### src/rtl/frc_regs.svh
// constants for the linked free-running counter block
// assumes inclusion by bare name from the package and the modules
`ifndef FRC_REGS_SVH
`define FRC_REGS_SVH
`define FRC_WIDTH 16
`define FRC_ZERO 16'h0000
`define FRC_ONE 16'h0001
`define FRC_NUM_CH 3
`define FRC_MODE_UP 1'h0
`define FRC_MODE_UPDOWN 1'h1
`endif

### src/rtl/frc_pkg.sv
// types shared by the linked free-running counter block
// assumes the constants header sits beside it in rtl/
`include "frc_regs.svh"
package frc_pkg;
  // counting direction of a channel
  typedef enum logic [0:0]
  {
    dir_up = 1'b0,
    dir_down = 1'b1
  } count_dir_t;
endpackage

### src/rtl/frc_top.sv
// three linked free-running counters with offset slaving of ch1 and ch2
// assumes controls arrive as plain ports synchronous to mclk; a control
// write is a one-cycle ctrl_wr pulse carrying stop and clear bits
//
// Behaviour
// - mode 0 without offset selects up-count
// - up-count runs zero to peak then wraps
// - up-count period is peak plus one
// - clear without stop zeroes and runs
// - clear with stop zeroes and halts
// - mode 1 without offset selects up/down
// - up/down climbs to peak, falls to zero
// - up/down period is twice the peak
// - clear during up/down restarts upward
// - ch1 offset enable slaves it to ch0
// - master clear loads zero and offsets, runs
// - slave counts offset to peak plus offset
// - offset up-count shares ch0 period
// - master clear with stop loads and halts
// - slaved channel ignores its own controls
// - ch2 offset behaves like ch1
// - offset up/down shares twice-peak period
// - clear in offset up/down restarts upward
// - report zero, peak, up, down state
// - zero and peak detect flags
`include "frc_regs.svh"
module frc_top
  import frc_pkg::*;
#(
  parameter int DIV_W = 8
)
(
  // clock and reset
  input wire logic mclk,
  input wire logic rst,
  // count-clock divider ratio
  input wire logic [DIV_W-1:0] div_ratio,
  // per-channel control write: pulse with stop and clear bits
  input wire logic [`FRC_NUM_CH-1:0] ctrl_wr,
  input wire logic [`FRC_NUM_CH-1:0] ctrl_stop,
  input wire logic [`FRC_NUM_CH-1:0] counter_clear,
  input wire logic [`FRC_NUM_CH-1:0] mode,
  // offset mode selection
  input wire logic ch1_offset_enable,
  input wire logic ch2_offset_enable,
  // peak (or offset for slaved ch1/ch2) values
  input wire logic [`FRC_WIDTH-1:0] peak_or_offset_value0,
  input wire logic [`FRC_WIDTH-1:0] peak_or_offset_value1,
  input wire logic [`FRC_WIDTH-1:0] peak_or_offset_value2,
  // flag clears, one per channel
  input wire logic [`FRC_NUM_CH-1:0] zero_flag_clr,
  input wire logic [`FRC_NUM_CH-1:0] peak_flag_clr,
  // count values
  output logic [`FRC_WIDTH-1:0] current_count_value0,
  output logic [`FRC_WIDTH-1:0] current_count_value1,
  output logic [`FRC_WIDTH-1:0] current_count_value2,
  // count state for attached consumers
  output logic [`FRC_NUM_CH-1:0] state_zero,
  output logic [`FRC_NUM_CH-1:0] state_peak,
  output logic [`FRC_NUM_CH-1:0] state_up,
  output logic [`FRC_NUM_CH-1:0] state_down,
  output logic [`FRC_NUM_CH-1:0] running,
  // sticky detect flags
  output logic [`FRC_NUM_CH-1:0] zero_detect_flag,
  output logic [`FRC_NUM_CH-1:0] peak_detect_flag
);
  logic count_en; // shared count-clock enable
  logic [`FRC_NUM_CH-1:0] run; // own run bits
  logic [`FRC_NUM_CH-1:0] slaved; // channel follows ch0
  logic [`FRC_NUM_CH-1:0] clr_eff; // effective clear pulse
  logic [`FRC_NUM_CH-1:0] run_eff; // effective run
  logic [`FRC_NUM_CH-1:0] updown_eff; // effective mode
  logic [`FRC_WIDTH-1:0] rel [`FRC_NUM_CH];
  logic [`FRC_WIDTH-1:0] cnt [`FRC_NUM_CH];
  logic [`FRC_WIDTH-1:0] peak_eff [`FRC_NUM_CH];
  logic [`FRC_WIDTH-1:0] base_eff [`FRC_NUM_CH];
  count_dir_t dir [`FRC_NUM_CH];
  logic [`FRC_WIDTH-1:0] pov [`FRC_NUM_CH];
  logic [`FRC_NUM_CH-1:0] at_zero;
  logic [`FRC_NUM_CH-1:0] at_peak;
  logic [`FRC_NUM_CH-1:0] stepped;
  logic [`FRC_NUM_CH-1:0] stepped_q; // a step landed last cycle

  // a zero-width ratio has nothing to count; refuse it when elaborating
  if (DIV_W < 1)
  begin : g_bad_div_w
    $error("frc_top: DIV_W must be at least 1");
  end

  assign pov[0] = peak_or_offset_value0;
  assign pov[1] = peak_or_offset_value1;
  assign pov[2] = peak_or_offset_value2;
  assign slaved = {ch2_offset_enable, ch1_offset_enable, 1'b0};

  frc_divider #(.RATIO_W(DIV_W)) u_div
  (
    .mclk(mclk),
    .rst(rst),
    .div_ratio(div_ratio),
    .count_en(count_en)
  );

  // run bit per channel; a slaved channel's own writes are dropped
  always_ff @(posedge mclk or posedge rst)
  begin
    if (rst)
      run <= '0;
    else
      for (int i = 0; i < `FRC_NUM_CH; i++)
        if (ctrl_wr[i] && !slaved[i])
          run[i] <= !ctrl_stop[i];
  end

  // resolve which control set drives each channel
  always_comb
  begin
    for (int i = 0; i < `FRC_NUM_CH; i++)
    begin
      if (slaved[i])
      begin
        clr_eff[i] = ctrl_wr[0] && counter_clear[0];
        run_eff[i] = run[0];
        updown_eff[i] = mode[0];
        peak_eff[i] = pov[0];
        base_eff[i] = pov[i];
      end
      else
      begin
        clr_eff[i] = ctrl_wr[i] && counter_clear[i];
        run_eff[i] = run[i];
        updown_eff[i] = mode[i];
        peak_eff[i] = pov[i];
        base_eff[i] = `FRC_ZERO;
      end
    end
  end

  // channel 0 is always a master; 1 and 2 follow it when slaved
  for (genvar g = 0; g < `FRC_NUM_CH; g++)
  begin : g_ch
    frc_channel u_ch
    (
      .mclk(mclk),
      .rst(rst),
      .count_en(count_en),
      .run(run_eff[g]),
      .clear_pulse(clr_eff[g]),
      .updown(updown_eff[g]),
      .peak(peak_eff[g]),
      .base(base_eff[g]),
      .slaved(slaved[g]),
      .master_rel(rel[0]),
      .master_dir(dir[0]),
      .master_step(count_en && run[0] && !clr_eff[0]),
      .rel(rel[g]),
      .count(cnt[g]),
      .dir(dir[g])
    );
    assign stepped[g] = count_en && run_eff[g] && !clr_eff[g];
  end

  // zero is the bottom of the relative count, peak is its top
  always_comb
  begin
    for (int i = 0; i < `FRC_NUM_CH; i++)
    begin
      at_zero[i] = (rel[i] == `FRC_ZERO);
      at_peak[i] = (rel[i] == peak_eff[i]);
    end
  end

  // registered outputs; values lag the internal count by one cycle
  always_ff @(posedge mclk or posedge rst)
  begin
    if (rst)
    begin
      current_count_value0 <= `FRC_ZERO;
      current_count_value1 <= `FRC_ZERO;
      current_count_value2 <= `FRC_ZERO;
      state_zero <= '0;
      state_peak <= '0;
      state_up <= '0;
      state_down <= '0;
      running <= '0;
    end
    else
    begin
      current_count_value0 <= cnt[0];
      current_count_value1 <= cnt[1];
      current_count_value2 <= cnt[2];
      state_zero <= at_zero;
      state_peak <= at_peak;
      running <= run_eff;
      for (int i = 0; i < `FRC_NUM_CH; i++)
      begin
        state_up[i] <= run_eff[i] && dir[i] == dir_up && !at_peak[i];
        state_down[i] <= run_eff[i] && dir[i] == dir_down;
      end
    end
  end

  // remember which channels landed on a new value
  always_ff @(posedge mclk or posedge rst)
  begin
    if (rst)
      stepped_q <= '0;
    else
      stepped_q <= stepped;
  end

  // sticky flags: a new detect wins over a clear in the same cycle
  always_ff @(posedge mclk or posedge rst)
  begin
    if (rst)
    begin
      zero_detect_flag <= '0;
      peak_detect_flag <= '0;
    end
    else
      for (int i = 0; i < `FRC_NUM_CH; i++)
      begin
        if (stepped_q[i] && at_zero[i])
          zero_detect_flag[i] <= 1'b1;
        else if (zero_flag_clr[i])
          zero_detect_flag[i] <= 1'b0;
        if (stepped_q[i] && at_peak[i])
          peak_detect_flag[i] <= 1'b1;
        else if (peak_flag_clr[i])
          peak_detect_flag[i] <= 1'b0;
      end
  end

  // a clear write always lands the master on zero next cycle
  chk_clear_zeroes: assert property (@(posedge mclk) disable iff (rst)
    ctrl_wr[0] && counter_clear[0] |=> rel[0] == `FRC_ZERO)
    else $error("clear did not zero channel 0");

  // stop with clear halts the channel
  chk_stop_halts: assert property (@(posedge mclk) disable iff (rst)
    ctrl_wr[0] && counter_clear[0] && ctrl_stop[0] |=> !run[0] ##1 rel[0] == `FRC_ZERO)
    else $error("stop with clear did not halt channel 0");

  // up-count wraps from peak to zero
  chk_up_wrap: assert property (@(posedge mclk) disable iff (rst)
    stepped[0] && !mode[0] && rel[0] == pov[0] |=> rel[0] == `FRC_ZERO)
    else $error("up-count did not wrap at peak");

  // up-count increments by one below the peak
  chk_up_step: assert property (@(posedge mclk) disable iff (rst)
    stepped[0] && !mode[0] && rel[0] < pov[0] |=> rel[0] == $past(rel[0]) + `FRC_ONE)
    else $error("up-count did not step by one");

  // up/down turns at the peak
  chk_updown_turn: assert property (@(posedge mclk) disable iff (rst)
    stepped[0] && mode[0] && dir[0] == dir_up && rel[0] == pov[0] && rel[0] != `FRC_ZERO
    |=> dir[0] == dir_down)
    else $error("up/down did not turn at peak");

  // no step without the enable
  chk_hold_idle: assert property (@(posedge mclk) disable iff (rst)
    !count_en && !clr_eff[0] |=> $stable(rel[0]))
    else $error("channel 0 moved without count enable");

  // slaved channel 1 tracks master plus offset
  chk_slave_track: assert property (@(posedge mclk) disable iff (rst)
    ch1_offset_enable && $stable(ch1_offset_enable) |-> rel[1] == rel[0] || $past(rel[1]) != $past(rel[0]))
    else $error("slaved channel 1 lost step with channel 0");

  // own control write ignored when slaved
  chk_slave_ignore: assert property (@(posedge mclk) disable iff (rst)
    ch1_offset_enable && ctrl_wr[1] && !ctrl_wr[0] |=> $stable(run[1]))
    else $error("slaved channel 1 obeyed its own control");

  // clear restarts upward
  chk_clear_up: assert property (@(posedge mclk) disable iff (rst)
    ctrl_wr[0] && counter_clear[0] |=> dir[0] == dir_up)
    else $error("clear did not restart upward");

  // up/down leaves the bottom upward after the step from one
  chk_ud_bottom: assert property (@(posedge mclk) disable iff (rst)
    stepped[0] && mode[0] && dir[0] == dir_down && rel[0] == `FRC_ONE
    |=> rel[0] == `FRC_ZERO && dir[0] == dir_up)
    else $error("up/down did not turn at the bottom");

  // a master clear restarts slaved channel 1 at its offset
  chk_offset_load: assert property (@(posedge mclk) disable iff (rst)
    ch1_offset_enable && ctrl_wr[0] && counter_clear[0] |=> rel[1] == `FRC_ZERO)
    else $error("master clear did not load the channel 1 offset");

  // slaved channel 2 lands on the master's value at every edge
  chk_slave2_step: assert property (@(posedge mclk) disable iff (rst)
    ch2_offset_enable && rel[2] == rel[0] |=> rel[2] == rel[0])
    else $error("slaved channel 2 lost step with channel 0");

  // a zero landing sets the flag even against a clear
  chk_zero_wins: assert property (@(posedge mclk) disable iff (rst)
    stepped_q[0] && at_zero[0] |=> zero_detect_flag[0])
    else $error("zero detect flag lost to a clear");

  // a peak landing sets the flag even against a clear
  chk_peak_wins: assert property (@(posedge mclk) disable iff (rst)
    stepped_q[0] && at_peak[0] |=> peak_detect_flag[0])
    else $error("peak detect flag lost to a clear");
endmodule

### src/rtl/frc_divider.sv
// count-clock enable divider: one-cycle pulse every div_ratio mclk cycles
// assumes mclk is the only clock and div_ratio is held stable while running
`include "frc_regs.svh"
module frc_divider
  import frc_pkg::*;
#(
  parameter int RATIO_W = 8
)
(
  // clock and reset
  input wire logic mclk,
  input wire logic rst,
  // ratio, 0 and 1 both mean every cycle
  input wire logic [RATIO_W-1:0] div_ratio,
  // enable pulse
  output logic count_en
);
  // a zero-width ratio has nothing to count; refuse it when elaborating
  if (RATIO_W < 1)
  begin : g_bad_ratio_w
    $error("frc_divider: RATIO_W must be at least 1");
  end

  logic [RATIO_W-1:0] div_cnt; // cycles since the last pulse

  // counter wraps at ratio-1 and fires the pulse at the wrap
  always_ff @(posedge mclk or posedge rst)
  begin
    if (rst)
    begin
      div_cnt <= '0;
      count_en <= 1'b0;
    end
    else if (div_cnt + RATIO_W'(1) >= div_ratio)
    begin
      div_cnt <= '0;
      count_en <= 1'b1;
    end
    else
    begin
      div_cnt <= div_cnt + RATIO_W'(1);
      count_en <= 1'b0;
    end
  end
endmodule

### src/rtl/frc_channel.sv
// one 16-bit counter channel: up or up/down, with an optional base offset
// assumes the caller resolves which control set (own or master) applies
`include "frc_regs.svh"
module frc_channel
  import frc_pkg::*;
(
  // clock and reset
  input wire logic mclk,
  input wire logic rst,
  // effective controls
  input wire logic count_en,
  input wire logic run,
  input wire logic clear_pulse,
  input wire logic updown,
  input wire logic [`FRC_WIDTH-1:0] peak,
  input wire logic [`FRC_WIDTH-1:0] base,
  // master phase, used by slaved channels to stay in step
  input wire logic slaved,
  input wire logic [`FRC_WIDTH-1:0] master_rel,
  input wire logic master_dir,
  input wire logic master_step,
  // state outputs
  output logic [`FRC_WIDTH-1:0] rel,
  output logic [`FRC_WIDTH-1:0] count,
  output count_dir_t dir
);
  logic step; // one count step this cycle
  logic [`FRC_WIDTH-1:0] next_rel;
  count_dir_t next_dir;
  logic [`FRC_WIDTH:0] next_pair; // direction bit above the relative value

  // one step from a given state: wrap in up mode, reverse at the ends in up/down
  function automatic logic [`FRC_WIDTH:0] advance(input logic [`FRC_WIDTH-1:0] cur,
    input count_dir_t cur_dir, input logic ud, input logic [`FRC_WIDTH-1:0] top);
    logic [`FRC_WIDTH:0] res;
    res = {cur_dir, cur};
    if (!ud)
      res = {dir_up, (cur == top) ? `FRC_ZERO : cur + `FRC_ONE};
    else if (cur_dir == dir_up)
    begin
      if (cur >= top)
        res = {dir_down, cur - `FRC_ONE};
      else
        res = {dir_up, cur + `FRC_ONE};
    end
    else if (cur <= `FRC_ONE)
      res = {dir_up, `FRC_ZERO}; // bottom reached, turn around
    else
      res = {dir_down, cur - `FRC_ONE};
    return res;
  endfunction

  // a slave steps exactly when its master does
  assign step = slaved ? master_step : (count_en && run);

  // a slave advances from its master's state so both land together;
  // copying the master's present value would leave the slave a step behind
  always_comb
  begin
    if (slaved)
      next_pair = advance(master_rel, count_dir_t'(master_dir), updown, peak);
    else
      next_pair = advance(rel, dir, updown, peak);
    next_rel = next_pair[`FRC_WIDTH-1:0];
    next_dir = count_dir_t'(next_pair[`FRC_WIDTH]);
  end

  // relative count and direction; clear restarts upward from zero
  always_ff @(posedge mclk or posedge rst)
  begin
    if (rst)
    begin
      rel <= `FRC_ZERO;
      dir <= dir_up;
    end
    else if (clear_pulse)
    begin
      rel <= `FRC_ZERO;
      dir <= dir_up;
    end
    else if (step)
    begin
      rel <= next_rel;
      dir <= next_dir;
    end
  end

  // visible value adds the offset combinationally, so a new offset shows in the same cycle
  always_comb
  begin
    count = rel + base;
  end
endmodule

### config.mk
export PLATFORM = sky130hd
export DESIGN_NAME = frc_top
export DESIGN_NICKNAME = d
export VERILOG_FILES = /design/src/rtl/frc_pkg.sv /design/src/rtl/frc_top.sv /design/src/rtl/frc_divider.sv /design/src/rtl/frc_channel.sv
export VERILOG_INCLUDE_DIRS = /design/src /design/src/rtl
export SDC_FILE = /design/constraint.sdc
export NUM_CORES = 1
export LEC_CHECK = 0
export ABC_AREA = 1
export BUFFER_PORTS_ARGS = -buffer_cell sky130_fd_sc_hd__buf_4
export CORE_MARGIN = 5
export CORE_UTILIZATION = 50
export DETAILED_ROUTE_END_ITERATION = 16
export PLACE_DENSITY = 0.76
export SLEW_MARGIN = 5
export SYNTH_ARGS = -nofsm -noshare
export SYNTH_HDL_FRONTEND = slang
export SYNTH_SLANG_ARGS = --single-unit
### constraint.sdc
create_clock -name mclk -period 7.7 [get_ports mclk]
set_input_delay 0.385 -clock mclk [delete_from_list [all_inputs] [get_ports mclk]]
set_output_delay 0.385 -clock mclk [all_outputs]
set_load 0.05 [all_outputs]
==> impl_metrics.prom <==
# TYPE chip_impl_metric gauge
chip_impl_metric{name="grt_antenna_before_repair",unit=""} 1
chip_impl_metric{name="design.final.nets",unit=""} 2339
chip_impl_metric{name="critPathRequiredTime",unit="ns"} 8.04
chip_impl_metric{name="globalRouteOverflowTotal",unit=""} 0
chip_impl_metric{name="worst-endpoint-arrival",unit="ns"} 3.57
chip_impl_metric{name="global_route.usage.total",unit=""} 0.304
chip_impl_metric{name="die_w",unit="um"} 173
chip_impl_metric{name="cts.reportedPaths.clkPinSlew",unit="ns"} 0.07
chip_impl_metric{name="final_min_period_over_clock_period",unit=""} 0.420
chip_impl_metric{name="cap_viol_max_count",unit=""} 0
chip_impl_info{name="rsz0062_at_grt",value="false"} 1
chip_impl_metric{name="power.density_cell_area",unit="mW/mm^2"} 389
chip_impl_metric{name="grt_pass1_wl",unit="mm"} 73.1
chip_impl_info{name="element_type_at_the_critical_path_end",value="flop"} 1
chip_impl_metric{name="footprint_of_the_multi_input_gates",unit="sq mm"} 0.00868
chip_impl_info{name="synth_flop_cell",value="sky130_fd_sc_hd__dfrtp_1"} 1
chip_impl_metric{name="async_reset_ff_frac",unit=""} 1.00
chip_impl_metric{name="die_area",unit="sq mm"} 0.0301
chip_impl_metric{name="fp-row-count",unit=""} 59
chip_impl_metric{name="fillerInstances",unit=""} 2550
chip_impl_metric{name="synth_area",unit="sq mm"} 0.0134
chip_impl_metric{name="synth_fp_nets",unit=""} 2234
chip_impl_metric{name="hold_ws",unit="ns"} -0.00502
chip_impl_metric{name="power.leakage",unit="nW"} 8.42
chip_impl_metric{name="fin_crit",unit="ns"} 3.23
chip_impl_metric{name="dr_total_vias",unit=""} 14300
chip_impl_metric{name="ioPinCount",unit=""} 147
chip_impl_metric{name="ff_latch_area",unit="sq mm"} 0.00338
chip_impl_info{name="worstSetupStartpointType",value="flop"} 1
chip_impl_metric{name="areaGrowthSynthToFinish",unit="%"} 13.5
chip_impl_info{name="layout_common_cells",value="sky130_fd_sc_hd__nand2_1, sky130_fd_sc_hd__inv_1, sky130_fd_sc_hd__nand3_1"} 1
chip_impl_metric{name="floorplan.initialDensity",unit=""} 0.509
chip_impl_metric{name="drt-pass1-iter-count",unit=""} 7
chip_impl_metric{name="synth_cells",unit=""} 2023
chip_impl_metric{name="final_layout_size_suffix_gt1_frac",unit=""} 0.120
chip_impl_metric{name="stdcell_count",unit=""} 2476
chip_impl_metric{name="met1_usage",unit=""} 0.430
chip_impl_metric{name="grt_max_degree",unit=""} 73
chip_impl_info{name="root_buffer",value="sky130_fd_sc_hd__clkbuf_16"} 1
chip_impl_metric{name="cts.sinks",unit=""} 135
chip_impl_info{name="global_route_hottest_layer",value="met2"} 1
chip_impl_metric{name="final_max_tran_viols",unit=""} 0
chip_impl_metric{name="synth.yosys.seq_area_share",unit=""} 0.253
chip_impl_metric{name="cp_max_fo",unit=""} 16
chip_impl_metric{name="final-setup-viol-count",unit=""} 0
chip_impl_metric{name="max_slew.worst_pin.slew",unit="ns"} 0.954
chip_impl_metric{name="syn-mean-instance-area",unit="sq um"} 6.60
chip_impl_metric{name="number_of_hold_violations_in_the_final_report",unit=""} 5
chip_impl_info{name="status",value="finished, violations left"} 1
chip_impl_metric{name="post_placement_cell_count",unit=""} 2444
chip_impl_metric{name="fmax",unit="MHz"} 309
chip_impl_metric{name="clk_path_buf_depth",unit=""} 2
chip_impl_metric{name="first_global_vias",unit=""} 13500
chip_impl_metric{name="post_cts_hold_buffer_count",unit=""} 0
chip_impl_metric{name="number_of_routed_nets_with_antenna_violations",unit=""} 0
chip_impl_metric{name="fp.dieH",unit="um"} 173
chip_impl_metric{name="placeableCoreArea",unit="sq mm"} 0.0262
chip_impl_metric{name="cts_resized",unit=""} 0
chip_impl_metric{name="timing.max_slew.rel_slack",unit=""} 0.364
chip_impl_metric{name="synth.distinct_cells",unit=""} 53
chip_impl_metric{name="wirelength",unit="mm"} 46.9
chip_impl_info{name="violations",value="negative hold slack"} 1
chip_impl_metric{name="post-cts-setup-buffers",unit=""} 0
chip_impl_metric{name="post-route-drc-count",unit=""} 0
chip_impl_metric{name="gpl.final_weighted_congestion",unit=""} 1.02
chip_impl_info{name="crit_type",value="reg -> reg"} 1
chip_impl_metric{name="drt-vias-per-instance",unit=""} 5.78
chip_impl_metric{name="groute.layer.met3.usage",unit=""} 0.0724
chip_impl_metric{name="worstSkewPairLatency",unit="ns"} 0.44
chip_impl_metric{name="finalSetupTns",unit="ns"} 0
chip_impl_metric{name="htreeDepth",unit=""} 4
chip_impl_metric{name="power.ir.vdd_worst",unit="mV"} 0.233
chip_impl_metric{name="number_of_flops_mapped_to_enable_cells_by_yosys",unit=""} 0
chip_impl_metric{name="layout.core_utilization",unit=""} 0.578
chip_impl_info{name="final_common_cell",value="sky130_fd_sc_hd__nand2_1"} 1
chip_impl_metric{name="iter_0_drt_violations",unit=""} 1658
chip_impl_metric{name="routedWlPerCell",unit="um"} 18.9
chip_impl_metric{name="gr-usage-met2",unit=""} 0.465
chip_impl_metric{name="diodes",unit=""} 0
chip_impl_info{name="cts_tree",value="yes"} 1
chip_impl_metric{name="yosys_register_bits",unit=""} 135
chip_impl_metric{name="ys_warn_count",unit=""} 0
chip_impl_metric{name="fin_skew",unit="ns"} 0.0139
chip_impl_metric{name="dp_hpwl",unit="mm"} 35.3
chip_impl_metric{name="port_buffers",unit=""} 146
chip_impl_info{name="min_path_type",value="in -> async"} 1
chip_impl_metric{name="cts-buffers-inserted",unit=""} 17
## power breakdown
part           total, W  internal [W]  switching, W
sequential      0.00142      0.000953      0.000471
combinational   0.00364       0.00115       0.00249
clock          0.000827      0.000456      0.000371
## per-layer routing
metal,part of all wire,vias to the layer above,wire (um)
li1,-,6775,-
met3,0.11,111,5080
met1,0.43,6653,20300
met2,0.43,777,20300
met5,0,-,0
met4,0.027,0,1250
## flip-flops by register name (all words and copies together) (netlist names)
register and count:
current_count_value0 16, current_count_value1 16, current_count_value2 16, g_ch.u_ch.dir 3, g_ch.u_ch.rel 48, peak_detect_flag 3
run 3, running 3, state_down 3, state_peak 3, state_up 3, state_zero 3
stepped_q 3, u_div.count_en 1, u_div.div_cnt 8, zero_detect_flag 3
## worst max-delay path, cell delays in order (launching register included)
cell                      delay, ns
sky130_fd_sc_hd__dfrtp_1       0.73
sky130_fd_sc_hd__ha_1          0.36
sky130_fd_sc_hd__a21oi_1       0.13
sky130_fd_sc_hd__nor2_1        0.05
sky130_fd_sc_hd__nor2_1        0.11
sky130_fd_sc_hd__nand3_1       0.10
sky130_fd_sc_hd__nand2_1       0.54
sky130_fd_sc_hd__nand2_2       0.43
sky130_fd_sc_hd__nor2_1        0.34
sky130_fd_sc_hd__nand2_1       0.08
sky130_fd_sc_hd__nand3_1       0.09
sky130_fd_sc_hd__nand2_1       0.05
sky130_fd_sc_hd__o21ai_0       0.11
## path summary, 6_finish.rpt
path                                        endpoint  depth (start not counted)                 from  slack [ns]
worst min register to register            running[0]                          0               run[0]        0.44
max in group asynchronous        peak_detect_flag[2]                          3                  rst        6.33
worst max register to register   g_ch[0].u_ch.rel[1]                         12  g_ch[0].u_ch.rel[5]        4.47
worst min-delay path            g_ch[0].u_ch.rel[10]                          2                  rst      -0.005
worst max-delay path             g_ch[0].u_ch.rel[1]                         12  g_ch[0].u_ch.rel[5]        4.47
min in group mclk                             run[0]                          2         ctrl_stop[0]        0.11
## cell usage after synthesis (2+ instances only)
cell type / n / share of area
sky130_fd_sc_hd__o21ai_2: 5 / 0.0033
sky130_fd_sc_hd__a31oi_1: 7 / 0.0033
sky130_fd_sc_hd__nand3_2: 3 / 0.0022
sky130_fd_sc_hd__nor2_2: 24 / 0.011
sky130_fd_sc_hd__nand3b_1: 10 / 0.0056
sky130_fd_sc_hd__fa_1: 2 / 0.0030
sky130_fd_sc_hd__a21oi_1: 99 / 0.037
sky130_fd_sc_hd__o21ai_0: 107 / 0.040
sky130_fd_sc_hd__a21boi_0: 8 / 0.0045
sky130_fd_sc_hd__xnor2_1: 14 / 0.0092
sky130_fd_sc_hd__o21bai_1: 10 / 0.0056
sky130_fd_sc_hd__nand3_1: 209 / 0.078
sky130_fd_sc_hd__ha_1: 131 / 0.12
sky130_fd_sc_hd__and3_1: 2 / 0.00094
sky130_fd_sc_hd__o31ai_1: 3 / 0.0017
sky130_fd_sc_hd__a21o_1: 4 / 0.0022
sky130_fd_sc_hd__inv_1: 243 / 0.068
sky130_fd_sc_hd__buf_2: 25 / 0.0094
sky130_fd_sc_hd__nor2_1: 151 / 0.042
sky130_fd_sc_hd__inv_2: 7 / 0.0020
sky130_fd_sc_hd__xor2_1: 72 / 0.047
sky130_fd_sc_hd__o21ai_1: 9 / 0.0034
sky130_fd_sc_hd__o211ai_1: 2 / 0.0011
sky130_fd_sc_hd__buf_1: 5 / 0.0014
sky130_fd_sc_hd__nor2_4: 5 / 0.0042
sky130_fd_sc_hd__buf_6: 5 / 0.0042
sky130_fd_sc_hd__nand2_1: 588 / 0.17
sky130_fd_sc_hd__and2_1: 3 / 0.0014
sky130_fd_sc_hd__dfrtp_1: 135 / 0.25
sky130_fd_sc_hd__nor3_1: 22 / 0.0082
sky130_fd_sc_hd__buf_4: 6 / 0.0034
sky130_fd_sc_hd__o21a_1: 6 / 0.0034
sky130_fd_sc_hd__or2_2: 2 / 0.00094
sky130_fd_sc_hd__clkbuf_1: 26 / 0.0073
sky130_fd_sc_hd__nand2_2: 10 / 0.0047
sky130_fd_sc_hd__nand4_1: 43 / 0.020
sky130_fd_sc_hd__clkbuf_2: 2 / 0.00075
sky130_fd_sc_hd__a21oi_2: 2 / 0.0013
sky130_fd_sc_hd__nor3_2: 2 / 0.0015
## through the flow
| stage | hold slack, ns | worst slack [ns] | cell area, sq um | power [W] |
|---|---|---|---|---|
| after floorplan | 0.413 | 3.70 | 13400 | 0.00387 |
| after global placement | 0.432 | 4.37 | 14600 | 0.00492 |
| after detailed placement | 0.437 | 4.28 | 14600 | 0.00496 |
| after CTS | 0.0444 | 4.64 | 15100 | 0.00581 |
| after global routing | 0.0581 | 4.33 | 15100 | 0.00629 |
| final | -0.00502 | 4.47 | 15100 | 0.00589 |
## logic make-up (layout without fill, tap and decap cells)
family	Yosys count	in the layout	synth area share
AO/OA/AOI/OAI	269	269	0.114
XOR/XNOR	87	87	0.0576
adder cells (fa/ha/maj)	133	133	0.126
buffers and inverters	320	438	0.0970
flip-flops	135	135	0.253
AND/OR/NAND/NOR	1079	1079	0.352
## layout make-up
class	count	share of cell area
Multi-Input combinational cell	1568	0.573
Clock buffer	19	0.0292
Clock inverter	13	0.00801
Tap cell	335	0.0277
Inverter	251	0.0625
Sequential cell	135	0.223
Timing Repair Buffer	155	0.0768
(Power assumes the default switching activity.)
